<file path="config.mk">
export PLATFORM = sky130hd
export DESIGN_NAME = mac_flow_control
export DESIGN_NICKNAME = d
export VERILOG_FILES = /design/src/inc/mac_flow_pkg.sv /design/src/hw/mac_flow_control.sv /design/src/hw/pause_frame_gen.sv
export VERILOG_INCLUDE_DIRS = /design/src /design/src/inc
export SDC_FILE = /design/constraint.sdc
export NUM_CORES = 1
export LEC_CHECK = 0
export BUFFER_PORTS_ARGS = -buffer_cell sky130_fd_sc_hd__buf_4
export CAP_MARGIN = 10
export CORE_MARGIN = 1
export CORE_UTILIZATION = 26
export DETAILED_ROUTE_END_ITERATION = 12
export GPL_TIMING_DRIVEN = 0
export SETUP_SLACK_MARGIN = 0.15
export SYNTH_ARGS = -nofsm -noshare
export SYNTH_HDL_FRONTEND = slang
export SYNTH_SLANG_ARGS = --single-unit
</file>
<file path="constraint.sdc">
create_clock -name clk -period 3 [get_ports clk]
set_input_delay 0.6 -clock clk [delete_from_list [all_inputs] [get_ports clk]]
set_output_delay 0.6 -clock clk [all_outputs]
set_load 0.005 [all_outputs]
</file>
<file path="src/inc/mac_flow_regs.svh">
// register map, field positions and timing counts for the flow-control block
// assumes word-indexed registers: byte address is four times the index
`ifndef MAC_FLOW_REGS_SVH
`define MAC_FLOW_REGS_SVH

// register indices (byte address = index * 4)
`define FLOW_CFG_IDX   8'h08
`define FLOW_REQ_IDX   8'h10

// flow_control_config fields
`define PT_MSB         31
`define PT_LSB         16
`define PASS_BIT       2
`define FLOW_CONTROL_ENABLE_BIT       1
`define BUSY_BIT       0
`define FLOW_CFG_RST   32'h0000_0000

// auto_flow_config request fields
`define REQ_SEND_BIT   0
`define REQ_BP_BIT     1

// slot time: 512 bit times, counted in 50 MHz clocks
`define CLK_NS         20
`define BIT_NS_100     10
`define BIT_NS_10      100
`define SLOT_BITS      512
`define SLOT_CYC_100   ((`SLOT_BITS * `BIT_NS_100) / `CLK_NS)
`define SLOT_CYC_10    ((`SLOT_BITS * `BIT_NS_10) / `CLK_NS)

// pause control frame constants
`define PAUSE_DA       48'h0180_C200_0001
`define CTRL_TYPE      16'h8808
`define PAUSE_OPC      16'h0001
`define PAUSE_LEN      6'h3C

`endif

</file>
<file path="src/inc/mac_flow_pkg.sv">
// types shared by the flow-control block and its frame generator
// assumes nothing beyond a SystemVerilog compiler
package mac_flow_pkg;

  // header fields of a received frame, one-cycle valid at frame end
  typedef struct packed {
    logic        valid;
    logic        crc_ok;
    logic        addr_match;
    logic [47:0] dest;
    logic [15:0] len_type;
    logic [15:0] opcode;
    logic [15:0] pause_time;
  } rx_hdr_t;

  // one byte of an outgoing control frame
  typedef struct packed {
    logic [7:0] data;
    logic       last;
  } tx_byte_t;

  // per-frame receive status
  typedef struct packed {
    logic is_ctrl;
    logic filter_ok;
  } rx_stat_t;

  typedef enum logic [1:0] {FC_IDLE, FC_SEND, FC_BACKP} fc_state_t;

endpackage

</file>
<file path="src/hw/mac_flow_control.sv">
// flow-control block of the mac: config register, pause send and obey,
// half-duplex back pressure and receive status for control frames
// assumes an ahb-lite single-slave bus and mac signals on the same clock
//
// How it works
// - pause time field goes into sent frame
// - sent frame follows standard control layout
// - busy held from pause start until sent
// - busy held while back pressure applied
// - no new pause send, no back pressure, transmitter off
// - enabled: valid pause holds transmitter time*slot
// - disabled: no control decode, pause not obeyed
// - pause only full duplex; half: backpressure
// - pass bit forwards pause, still obeys it
// - pass bit clear clears filter status
// - every received frame handed on always
// - promiscuous mode overrides pass bit
// - software flow started via request register
// - register resets zero, bits 15:3 reserved
`timescale 1ns/1ps
`include "mac_flow_regs.svh"

module mac_flow_control
  import mac_flow_pkg::*;
(
  input  wire logic        clk,
  input  wire logic        rst,
  // ahb-lite slave
  input  wire logic        hsel,
  input  wire logic [31:0] haddr,
  input  wire logic [1:0]  htrans,
  input  wire logic        hwrite,
  input  wire logic [2:0]  hsize,
  input  wire logic [31:0] hwdata,
  input  wire logic        hready,
  output logic [31:0]      hrdata,
  output logic             hreadyout,
  output logic             hresp,
  // mac configuration
  input  wire logic        full_duplex,
  input  wire logic        tx_enable,
  input  wire logic        speed_100,
  input  wire logic        promiscuous,
  input  wire logic [47:0] mac_addr,
  // pause frame, hold-off and back pressure towards transmitter
  input  wire logic        tx_ready,
  output logic             tx_valid,
  output tx_byte_t         tx_out,
  output logic             tx_hold_off,
  output logic             backpressure,
  // receive side
  input  rx_hdr_t          rx_hdr,
  output logic             rx_status_valid,
  output rx_stat_t         rx_status
);

  ////////////////////////////////////////////////////////////////////////
  // bus slave

  logic        wr_pend_q;
  logic [7:0]  wr_idx_q;
  logic [15:0] pause_time_value;
  logic        pass_control_frames;
  logic        flow_control_enable;
  logic        flow_control_busy;
  logic        send_req_q;
  logic        bp_req_q;
  logic        send_start;
  logic        send_done;
  fc_state_t   state_q;

  // register index from a byte address
  function automatic logic [7:0] reg_idx(input logic [31:0] a);
    return a[9:2];
  endfunction

  logic addr_ok;
  assign addr_ok   = hsel && hready && htrans[1];
  assign hreadyout = 1'b1; // zero wait states, every access completes
  assign hresp     = 1'b0;

  // capture write address phase, apply in the data phase
  always_ff @(posedge clk) begin
    if (rst) begin
      wr_pend_q <= 1'b0;
      wr_idx_q  <= 8'h00;
    end else begin
      wr_pend_q <= addr_ok && hwrite;
      wr_idx_q  <= reg_idx(haddr);
    end
  end

  // read data registered in the address phase, valid in data phase
  always_ff @(posedge clk) begin
    if (rst) hrdata <= 32'h0000_0000;
    else if (addr_ok && !hwrite) begin
      case (reg_idx(haddr))
        `FLOW_CFG_IDX: hrdata <= {pause_time_value, 13'h0000,
                                  pass_control_frames, flow_control_enable,
                                  flow_control_busy};
        `FLOW_REQ_IDX: hrdata <= {30'h0000_0000, bp_req_q, send_req_q};
        default:       hrdata <= 32'h0000_0000;
      endcase
    end
  end

  ////////////////////////////////////////////////////////////////////////
  // configuration register

  // busy is status only; the write value of bit 0 is dropped
  always_ff @(posedge clk) begin
    if (rst) begin
      pause_time_value    <= 16'(`FLOW_CFG_RST >> `PT_LSB);
      pass_control_frames <= 1'b0;
      flow_control_enable <= 1'b0;
    end else if (wr_pend_q && wr_idx_q == `FLOW_CFG_IDX) begin
      pause_time_value    <= hwdata[`PT_MSB:`PT_LSB];
      pass_control_frames <= hwdata[`PASS_BIT];
      flow_control_enable <= hwdata[`FLOW_CONTROL_ENABLE_BIT];
    end
  end

  // software request: send is a request flag, set wins over the clear at send start
  always_ff @(posedge clk) begin
    if (rst) begin
      send_req_q <= 1'b0;
      bp_req_q   <= 1'b0;
    end else begin
      if (wr_pend_q && wr_idx_q == `FLOW_REQ_IDX) begin
        bp_req_q <= hwdata[`REQ_BP_BIT];
      end
      if (wr_pend_q && wr_idx_q == `FLOW_REQ_IDX && hwdata[`REQ_SEND_BIT]) begin
        send_req_q <= 1'b1;
      end else if (send_start) begin
        send_req_q <= 1'b0;
      end
    end
  end

  ////////////////////////////////////////////////////////////////////////
  // transmit side: pause send or back pressure

  logic fd_tx_ok;
  logic hd_bp_ok;
  assign fd_tx_ok   = full_duplex && tx_enable;
  assign hd_bp_ok   = !full_duplex && tx_enable && flow_control_enable && bp_req_q;
  assign send_start = state_q == FC_IDLE && send_req_q && fd_tx_ok;

  // a send in progress always completes so no truncated frame leaves
  always_ff @(posedge clk) begin
    if (rst) state_q <= FC_IDLE;
    else begin
      case (state_q)
        FC_IDLE: begin
          if (send_start) state_q <= FC_SEND;
          else if (hd_bp_ok) state_q <= FC_BACKP;
        end
        FC_SEND: if (send_done) state_q <= FC_IDLE;
        FC_BACKP: if (!hd_bp_ok) state_q <= FC_IDLE;
        default: state_q <= FC_IDLE;
      endcase
    end
  end

  assign flow_control_busy = state_q != FC_IDLE;

  // back pressure output registered to keep it glitch-free
  always_ff @(posedge clk) begin
    if (rst) backpressure <= 1'b0;
    else backpressure <= state_q == FC_IDLE ? hd_bp_ok :
                         state_q == FC_BACKP && hd_bp_ok;
  end

  pause_frame_gen u_gen (
    .clk        (clk),
    .rst        (rst),
    .start      (send_start),
    .src_addr   (mac_addr),
    .pause_time (pause_time_value),
    .tx_ready   (tx_ready),
    .tx_valid   (tx_valid),
    .tx_out     (tx_out),
    .done       (send_done)
  );

  ////////////////////////////////////////////////////////////////////////
  // receive side: control frame decode and pause timer

  // control frame test, used for both the pause action and status
  function automatic logic is_ctrl(input rx_hdr_t h);
    return h.len_type == `CTRL_TYPE;
  endfunction

  logic pause_hit;
  assign pause_hit = rx_hdr.valid && flow_control_enable && full_duplex &&
                     is_ctrl(rx_hdr) && rx_hdr.crc_ok && rx_hdr.dest == `PAUSE_DA &&
                     rx_hdr.opcode == `PAUSE_OPC;

  // slot tick divider; a pause restarts the slot, a speed change does not
  logic [11:0] slot_cnt_q;
  logic        slot_tick;
  logic [11:0] slot_len;
  assign slot_len  = speed_100 ? 12'(`SLOT_CYC_100 - 1) : 12'(`SLOT_CYC_10 - 1);
  assign slot_tick = slot_cnt_q == slot_len;

  always_ff @(posedge clk) begin
    if (rst || pause_hit || slot_tick) slot_cnt_q <= 12'h000;
    else slot_cnt_q <= slot_cnt_q + 12'h001;
  end

  // quanta left; a new pause replaces the old time, zero releases at once
  logic [15:0] quanta_q;
  always_ff @(posedge clk) begin
    if (rst) quanta_q <= 16'h0000;
    else if (pause_hit) quanta_q <= rx_hdr.pause_time;
    else if (!flow_control_enable || !full_duplex) quanta_q <= 16'h0000;
    else if (slot_tick && quanta_q != 16'h0000) quanta_q <= quanta_q - 16'h0001;
  end

  assign tx_hold_off = quanta_q != 16'h0000;

  // status per frame; frame data itself never blocked here
  always_ff @(posedge clk) begin
    if (rst) begin
      rx_status_valid <= 1'b0;
      rx_status       <= '0;
    end else begin
      rx_status_valid   <= rx_hdr.valid;
      rx_status.is_ctrl <= flow_control_enable && is_ctrl(rx_hdr);
      if (promiscuous) rx_status.filter_ok <= 1'b1;
      else if (flow_control_enable && is_ctrl(rx_hdr))
        rx_status.filter_ok <= pass_control_frames && rx_hdr.addr_match;
      else rx_status.filter_ok <= rx_hdr.addr_match;
    end
  end
endmodule

</file>
<file path="src/hw/pause_frame_gen.sv">
// serialiser for one pause control frame, 60 bytes before the crc
// assumes the mac transmitter appends crc and takes a byte on valid && ready
`timescale 1ns/1ps
`include "mac_flow_regs.svh"

module pause_frame_gen
  import mac_flow_pkg::*;
(
  input  wire logic        clk,
  input  wire logic        rst,
  input  wire logic        start,
  input  wire logic [47:0] src_addr,
  input  wire logic [15:0] pause_time,
  input  wire logic        tx_ready,
  output logic             tx_valid,
  output tx_byte_t         tx_out,
  output logic             done
);

  logic        active_q;
  logic [5:0]  idx_q;
  logic [15:0] pt_q;
  logic [47:0] sa_q;
  logic        take;

  // field layout: da, sa, type, opcode, pause time, zero pad
  function automatic logic [7:0] frame_byte(input logic [5:0] i,
                                            input logic [47:0] sa,
                                            input logic [15:0] pt);
    logic [7:0] b;
    b = 8'h00;
    if (i < 6'h06) b = 8'(`PAUSE_DA >> (8 * (5 - i)));
    else if (i < 6'h0C) b = 8'(sa >> (8 * (11 - i)));
    else if (i == 6'h0C) b = 8'(`CTRL_TYPE >> 8);
    else if (i == 6'h0D) b = 8'(`CTRL_TYPE);
    else if (i == 6'h0E) b = 8'(`PAUSE_OPC >> 8);
    else if (i == 6'h0F) b = 8'(`PAUSE_OPC);
    else if (i == 6'h10) b = pt[15:8];
    else if (i == 6'h11) b = pt[7:0];
    return b;
  endfunction

  assign take     = active_q && tx_ready;
  assign tx_valid = active_q;
  assign done     = take && (idx_q == `PAUSE_LEN - 6'h01);

  // frame progress; values latched at start so a later write cannot tear it
  always_ff @(posedge clk) begin
    if (rst) begin
      active_q <= 1'b0;
      idx_q    <= 6'h00;
      pt_q     <= 16'h0000;
      sa_q     <= 48'h0000_0000_0000;
    end else if (start && !active_q) begin
      active_q <= 1'b1;
      idx_q    <= 6'h00;
      pt_q     <= pause_time;
      sa_q     <= src_addr;
    end else if (take) begin
      idx_q    <= idx_q + 6'h01;
      if (done) active_q <= 1'b0;
    end
  end

  // data from flip-flops: the byte is rebuilt from latched fields
  always_ff @(posedge clk) begin
    if (rst) tx_out <= '0;
    else begin
      tx_out.data <= frame_byte(take ? idx_q + 6'h01 : idx_q, sa_q, pt_q);
      tx_out.last <= (take ? idx_q + 6'h01 : idx_q) == `PAUSE_LEN - 6'h01;
      if (start && !active_q) begin
        tx_out.data <= 8'h01;
        tx_out.last <= 1'b0;
      end
    end
  end
endmodule

</file>
==> flow_summary.toml, run 1 <==
[sta]
fmax_ghz = 0.383
fin_worst_skew_ps = 15.0
maxSlewViolCount = 0
maxSlewHeadroom_pct = 26.0
period_share_pct = 87.0
tns_ps = 0
worst_slew_pin_slew_ps = 1110
setup_violations = 0
hold_viol_final = 0
grt_setup_unrepaired = "false"
fin_crit_ps = 2610
fin_ws_ps = 389

[finish]
final_cells = 1502
n_fill_cell = 2914
utilization_pct = 36.3
syn_to_final_growth_pct = 37.1
num_antenna_cells = 0
drive_above_1_share_pct = 27.7
fin_nets = 1341
final_cell_mix = "buf_4 (237), nand2_1 (161), dfxtp_1 (161), a21oi_1 (79), nor2_1 (76)"
final_common_cell = "buf_4"

[yosys]
synthDistinctLibCells = 71
synth_edf_count = 0
synth.avg_cell_area_sq_um = 8.56
seq_area_frac_synth_pct = 44.0
syn_area_sq_um = 7370
yosys_warnings = 0
synth_ff_type = "dfxtp_1"
ys_ff_latch = 162
synthCells = 862
async_reset_ff_share_pct = 0

[drt]
routedWlPerCell_um = 15.2
ant_nets = 0
drcViolationCount = 0
wirelength_um = 22800
num_vias = 6936
via_per_inst = 4.62
drt_pass1_iterations = 4
drtIter0Drc = 319

[grt]
overflow = 0
grt.total_usage_pct = 15.8
grt_pass1_wl_um = 35200
grt_max_degree = 18
antenna_found_initial = 1
grt_pass1_vias = 6753

[min_path]
whs_path_depth = 3
holdPathEnd = "rx_status[0]"
hp-start = "promiscuous"
min-delay-path-class = "in2reg"

[clock_tree]
cts_max_level = 4
cts_resized = 1
clk_pin_slew_worst_paths_ps = 70
cts_buffers = 17
numClockSinks = 162
post_cts_buffers = 0
cts_tree = "built"
root_buffer = "clkbuf_16"
hold_buffers = 0
cts_buffer_depth = 2
worstSkewPairLatency_ps = 430

[pwr]
power-per-cell-area_nw_per_um2 = 455
p_int_mw = 3.48
p_clk_share_pct = 46.0
power.share.combinational_pct = 6.9
ir_worst_vdd_mv = 0.248
swShare_pct = 24.3
p_seq_share_pct = 47.1
leakagePower_nw = 3.98
p_switching_mw = 1.12

[worst_setup_path]
reg2regPathDepth = 9
path_class = "reg2reg"
rr_startpoint = "u_gen.idx_q[1]"
end_kind = "register"
crit_path_max_fanout = 8
r2r_end = "u_gen.tx_out[1]"
worst_ep_required_time_ps = 3340
crit_path_start_kind = "register"
arrival_ps = 2950
r2r_setup_slack_ps = 390

[die]
fp-row-count = 61
start_util_pct = 26.5
die_h_um = 170
core_sq_um = 27900
die_area_sq_um = 29000
ios = 275
fp.dieW_um = 170

[place]
io_buffers = 217
pre_cts_ws_ps = 51.2
gp_congestion = 0.898
dp.cells = 1470
place_hpwl_um = 17900

[outcome]
outcome = "finished clean"

[run]
drv_cap = 0
## flip-flops by register name (all words and copies together) (netlist names), 2 cells and up
name / flops
quanta_q: 16
u_gen.sa_q: 48
u_gen.pt_q: 16
pause_time_value: 16
u_gen.idx_q: 6
u_gen.tx_out: 9
hrdata: 19
state_q: 2
slot_cnt_q: 12
rx_status: 2
wr_idx_q: 8
## worst max path at each step
stage                     cells past startpoint      startpoint               to  slack, ps
after floorplan                              10        tx_ready  u_gen.tx_out[8]        660
after global placement                        7  u_gen.idx_q[1]  u_gen.tx_out[3]         20
after detailed placement                      7        tx_ready  u_gen.tx_out[5]         50
after CTS                                     9  u_gen.idx_q[1]  u_gen.tx_out[1]        210
after global routing                          6     quanta_q[0]      tx_hold_off        200
final                                         9  u_gen.idx_q[1]  u_gen.tx_out[1]        390
## final cells by class
type | count | area (sq um) | share of cell area (%)
clock buffer | 18 | 439 | 4.34
timing repair buffer | 217 | 1630 | 16.1
clock inverter | 14 | 135 | 1.34
multi-input combinational | 633 | 3810 | 37.7
inverter | 17 | 63.8 | 0.631
tap | 378 | 473 | 4.68
sequential | 162 | 3240 | 32.1
buffer | 63 | 318 | 3.14
## stage by stage
stage	area, sq um	hold slack, ps	power [mW]
final	10100	382	4.60
after global routing	10100	380	4.77
after CTS	10100	365	4.66
after detailed placement	9530	444	2.54
after global placement	9530	439	2.53
after floorplan	7420	430	2.30
## worst max-delay path, stage by stage (launching register included)
cell and delay (ps):
dfxtp_2 420, ha_1 300, and3_1 240, a21oi_4 250
inv_1 150, ha_1 400, xnor2_1 180, nand2_1 70
o32a_1 290, a31oi_1 220
## layer usage
metal	part of all wire, %	track usage, %	wire [um]
met5	0	0	0
met4	1.3	4.39	298
met3	5.0	3.84	1130
met2	51	27.7	11500
met1	43	19.2	9840
## power by group through the flow
stage	Clock (mW)	Combinational (mW)	Sequential, mW
after detailed placement	0	0.319	2.22
after global placement	0	0.317	2.22
after global routing	2.26	0.346	2.17
after floorplan	0	0.0855	2.22
final	2.11	0.317	2.17
after CTS	2.17	0.320	2.17
## logic make-up (layout without fill, tap and decap cells)
group / count (synthesis) / count (layout) / share of synthesized area [%]
AO/OA/AOI/OAI: 158 / 158 / 14.0
adder cells (fa/ha/maj): 4 / 4 / 0.679
multiplexers: 38 / 38 / 6.09
flip-flops: 162 / 162 / 44.0
other: 2 / 15 / 0.102
buffers and inverters: 80 / 329 / 5.16
AND/OR/NAND/NOR: 388 / 388 / 26.3
XOR/XNOR: 30 / 30 / 3.66
## synth_stat cells (all sizes together) (6+ instances only)
cell type	count	area share [%]
a22oi	28	2.9
clkbuf	38	1.9
inv	17	0.87
nand4	21	1.8
xnor2	15	1.9
and3	6	0.51
dfxtp	162	44
nor2b	10	0.85
nor3	13	1.1
o32ai	12	1.4
nor4b	15	2.1
nand3	18	1.3
xor2	15	1.8
mux2i	28	3.8
or3	6	0.53
a21oi	80	5.5
nor2	78	4.1
or2	6	0.51
nor4	23	2.0
buf	25	2.4
nand2	162	8.3
No activity file was read; power rests on OpenSTA's default activity.
==> run 2, diff against run 1 <==
- CELL_PAD_IN_SITES_DETAIL_PLACEMENT: not set -> 0
- CELL_PAD_IN_SITES_GLOBAL_PLACEMENT: not set -> 2
- PLACE_DENSITY_LB_ADDON: not set -> 0.2
==> run 2 against run 1 <==
  * Routed wire length up 7.0%
  * Cell count unchanged
  * Fmax about the same
  * Register-to-register slack about the same
  * Global-route usage up 1.4 points
  * Critical path type unchanged
  * Highest routed layer is now met5
==> flow_summary.toml, run 2 (synthesized netlist as in run 1, its figures left out) <==
[min_path]
whs_path_depth = 3
hp-start = "promiscuous"
holdPathEnd = "rx_status[0]"
min-delay-path-class = "in2reg"

[finish]
largest_reg_flops = 48
n_fill_cell = 2986
regMostFlops = "u_gen.sa_q"
num_antenna_cells = 0
largestRegisters = "u_gen.sa_q (48), hrdata (19)"
syn_to_final_growth_pct = 37.7
final_cell_mix = "buf_4 (237), nand2_1 (161), dfxtp_1 (161), a21oi_1 (79), nor2_1 (76)"
utilization_pct = 36.5
fin_nets = 1341
final_common_cell = "buf_4"
drive_above_1_share_pct = 27.7

[drt]
via_per_inst = 4.66
num_vias = 7002
wirelength_um = 24400
drcViolationCount = 0
ant_nets = 0
drt_pass1_iterations = 4
routedWlPerCell_um = 16.3
drtIter0Drc = 274

[sta]
grt_setup_unrepaired = "false"
maxSlewHeadroom_pct = 31.6
worst_slew_pin_slew_ps = 1020
fin_ws_ps = 387
tns_ps = 0
setup_violations = 0
fmax_ghz = 0.383
hold_slack_ps = 387
hold_viol_final = 0
fin_crit_ps = 2610
fin_worst_skew_ps = 10.9
maxSlewViolCount = 0
period_share_pct = 87.1

[worst_setup_path]
crit_path_start_kind = "register"
rr_startpoint = "u_gen.idx_q[1]"
slowest_stage = "dfxtp_2"
cpMostUsedCell = "ha_1"
worst_ep_required_time_ps = 3330
crit_path_max_fanout = 8
crit_chain = "ha_1, and3_1, a21oi_4, inv_1, ha_1, nor3_1, a311oi_1, a211oi_1, nor2_1, a211oi_2"
reg2regPathDepth = 10
arrival_ps = 2940
r2r_end = "u_gen.tx_out[8]"
end_kind = "register"
r2r_setup_slack_ps = 390
path_class = "reg2reg"
max_stage_delay_ps = 430

[pwr]
p_int_mw = 3.70
power.share.combinational_pct = 6.6
swShare_pct = 23.0
p_seq_share_pct = 45.2
ir_worst_vdd_mv = 0.334
p_switching_mw = 1.10
power-per-cell-area_nw_per_um2 = 472
leakagePower_nw = 4.00
power_mw = 4.80
p_clk_share_pct = 48.2

[place]
pre_cts_ws_ps = -34.2
place_hpwl_um = 19100
gp_congestion = 0.828
io_buffers = 217

[grt]
grt_pass1_vias = 6989
top_usage_layer = "met2"
grt_pass1_wl_um = 38100
grt_max_degree = 17
use_met1_pct = 20.9
grt.total_usage_pct = 17.2
grtUsageMet2_pct = 29.7
overflow = 0
grt_use_met3_pct = 5.56
antenna_found_initial = 1

[die]
die_h_um = 170
fp-row-count = 61
start_util_pct = 26.5
core_sq_um = 27900
die_area_sq_um = 29000
ios = 275
fp.dieW_um = 170

[clock_tree]
cts_buffers = 17
cts_buffer_depth = 2
post_cts_buffers = 0
root_buffer = "clkbuf_16"
worstSkewPairLatency_ps = 420
numClockSinks = 162
cts_tree = "built"
clk_pin_slew_worst_paths_ps = 70
cts_max_level = 4
hold_buffers = 0

[outcome]
outcome = "finished clean"

[run]
drv_cap = 0
run 2: cell types whose count changed in the layout (fill, tap and decap cells not counted), sizes merged:
| cell | previous run | this run |
|---|---|---|
| bufinv | 0 | 3 |
| clkbuf | 56 | 55 |
| clkinv | 4 | 3 |
| inv | 26 | 25 |
run 2: what timing repair did:
item                                    in CTS  in global routing
resized for setup                            1                  2
pin swaps                                    0                  0
endpoints found under the setup margin       4                  3
run 2: cell type report:
type                            count  area, sq um  area share, %
Buffer                             63          318           3.13
Clock buffer                       17          425           4.19
Clock inverter                     15          194           1.91
Inverter                           17         63.8          0.628
Multi-Input combinational cell    633         3810           37.5
Sequential cell                   162         3240           31.9
Tap cell                          378          473           4.66
Timing Repair Buffer              217         1630           16.0
run 2: how the worst max path moves through the flow:
stage	startpoint	to	slack [ps]
after global routing	u_gen.idx_q[1]	u_gen.tx_out[8]	150
final	u_gen.idx_q[1]	u_gen.tx_out[8]	390
after global placement	tx_ready	u_gen.tx_out[3]	-100
after CTS	u_gen.idx_q[1]	u_gen.tx_out[8]	160
after detailed placement	tx_ready	u_gen.tx_out[3]	-30
after floorplan	tx_ready	u_gen.tx_out[8]	660
run 2: metal layers:
metal	wire length, um	up-vias	part of all wire, %
met5	11	-	0.045
met4	232	2	0.95
met3	1610	15	6.6
met2	12100	170	50
met1	10400	3288	43
li1	-	3527	-
run 2: power groups by stage:
stage          clock (mW)  sequential, mW  combinational, mW
2_1_floorplan           0            2.22             0.0855
3_3_place_gp            0            2.22              0.321
3_5_place_dp            0            2.22              0.322
4_1_cts              2.38            2.17              0.323
5_1_grt              2.47            2.17              0.348
6_report             2.31            2.17              0.317
run 2: stage by stage:
step,cells,area [sq um]
finish,1502,10200
global route,1502,10200
CTS,1502,10100
detailed placement,1470,9530
global placement,1470,9530
floorplan,875,7420
run 2: critical path: cells and delay by family, from the launching register on:
kind	cells	cell delay (ps)
compound gates	4	720
fa+ha+maj	2	700
simple gates	3	510
flops	1	430
buf+inv	1	160
==> run 3, diff against run 2 <==
- HOLD_SLACK_MARGIN: not set -> 0.03
- PLACE_DENSITY_LB_ADDON: 0.2 -> 0.15
==> run 3 against run 2 <==
  * Non-clock buffer count rose by 2
  * Sequential power barely moved
  * Die area did not move
  * Sequential cell count did not move
  * Combinational power barely moved
  * Fmax fell by 0.92%
  * Register-to-register slack got worse by 20 ps
  * Routed wire length rose by 2.1%
  * Utilization barely moved
  * Sequential share of layout area barely moved
  * Clock skew rose by 6.5 ps
  * Critical path depth fell by 2
==> flow_summary.toml, run 3 (synthesized netlist as in run 1, its figures left out) <==
[pwr]
leakagePower_nw = 4.00
ir_worst_vdd_mv = 0.307
power-per-cell-area_nw_per_um2 = 463

[min_path]
whs_path_depth = 3
holdPathEnd = "rx_status[0]"
hp-start = "promiscuous"
min-delay-path-class = "in2reg"

[sta]
fmax_ghz = 0.379
maxSlewHeadroom_pct = 32.2
grt_setup_unrepaired = "false"
fin_ws_ps = 363
fin_crit_ps = 2640
hold_viol_final = 0
fin_worst_skew_ps = 17.5
worst_slew_pin_slew_ps = 1010
maxSlewViolCount = 0
period_share_pct = 87.9
setup_violations = 0

[finish]
multi_input_area_sq_um = 3810
fin_area_sq_um = 10200
regMostFlops = "u_gen.sa_q"
largestRegisters = "u_gen.sa_q (48), hrdata (19)"
final_cell_mix = "buf_4 (239), nand2_1 (161), dfxtp_1 (161), a21oi_1 (79), nor2_1 (76)"
seqCellArea_sq_um = 3240
final_common_cell = "buf_4"
fin_nets = 1343
n_fill_cell = 3000
drive_above_1_share_pct = 27.9
utilization_pct = 36.5
syn_to_final_growth_pct = 37.8
largest_reg_flops = 48

[grt]
grtUsageMet2_pct = 30.0
overflow = 0
antenna_found_initial = 3
use_met1_pct = 21.6
grt_max_degree = 20
grt_pass1_vias = 7024
grt.total_usage_pct = 17.6
top_usage_layer = "met2"
grt_pass1_wl_um = 38700
grt_use_met3_pct = 5.26

[place]
io_buffers = 217
pre_cts_ws_ps = -91.7
gp_congestion = 0.791
placed_area_sq_um = 9530
place_hpwl_um = 19400

[clock_tree]
worstSkewPairLatency_ps = 430
cts_buffers = 17
numClockSinks = 162
cts_buffer_depth = 2
clk_pin_slew_worst_paths_ps = 70
root_buffer = "clkbuf_16"
cts_max_level = 4
cts_tree = "built"

[die]
die_area_sq_um = 29000
core_sq_um = 27900
die_h_um = 170
start_util_pct = 26.5
ios = 275
fp-row-count = 61
fp.dieW_um = 170

[outcome]
outcome = "finished clean"

[drt]
drcViolationCount = 0
ant_nets = 0
routedWlPerCell_um = 16.6
drt_pass1_iterations = 4
wirelength_um = 24900
drtIter0Drc = 256
num_vias = 6887
via_per_inst = 4.58

[worst_setup_path]
rr_startpoint = "u_gen.idx_q[1]"
crit_path_start_kind = "register"
reg2regPathDepth = 8
end_kind = "register"
crit_path_max_fanout = 10
r2r_end = "u_gen.tx_out[3]"
r2r_setup_slack_ps = 360
path_class = "reg2reg"
arrival_ps = 2940
worst_ep_required_time_ps = 3300

[run]
drv_cap = 0
-- run 3: how the worst max path moves through the flow --
stage                   startpoint               to  slack [ps]  depth (start not counted)
floorplan                 tx_ready  u_gen.tx_out[8]         660                         10
global placement          tx_ready  u_gen.tx_out[3]        -120                          7
detailed placement        tx_ready  u_gen.tx_out[3]         -90                          7
CTS                 u_gen.idx_q[1]  u_gen.tx_out[8]         180                         10
global route        u_gen.tx_valid  u_gen.tx_out[4]         170                          6
finish              u_gen.idx_q[1]  u_gen.tx_out[3]         360                          8
-- run 3: critical path, cell delays in order, from the launching register on --
cell and delay, ps:
dfxtp_2 440, ha_1 300, and3_1 240, a21oi_4 190, buf_4 170, clkbuf_2 310, mux4_2 410, a21oi_1 310
o22ai_1 140
-- run 3: area by class of cell --
| cell class | count | share of cell area (%) |
|---|---|---|
| plain buffers | 63 | 3.14 |
| well taps | 378 | 4.66 |
| diodes | 1 | 0.0246 |
| clock inverters | 15 | 1.76 |
| clock buffers | 17 | 4.19 |
| inverters | 17 | 0.628 |
| repair buffers | 219 | 16.2 |
| multi-input cells | 633 | 37.5 |
| flip-flops and latches | 162 | 31.9 |
-- run 3: per-stage QoR --
stage                     power (mW)  setup TNS, ps  std cells  hold WS, ps
final                           4.70              0       1505          380
after global routing            4.89              0       1504          376
after CTS                       4.77              0       1502          364
after detailed placement        2.54           -192       1470          447
after global placement          2.54           -335       1470          441
after floorplan                 2.30              0        875          430
-- run 3: power breakdown --
part | switching, mW | internal (mW)
combinational | 0.124 | 0.195
sequential | 0.00557 | 2.16
clock | 1.09 | 1.13
-- run 3: what timing repair did --
| action | CTS | global route |
|---|---|---|
| hold buffers | 0 | 0 |
| setup endpoints to repair | 7 | 6 |
| pin swaps | 0 | 0 |
| buffers inserted | 0 | 2 |
| resized for setup | 2 | 3 |
-- run 3: metal layers --
layer  share of wire [%]  routed length (um)  up-vias
met5                0.12                  31        -
met4                0.98                 244        4
met3                 5.6                1400       19
met2                  49               12200      145
met1                  44               11000     3187
li1                    -                   -     3532
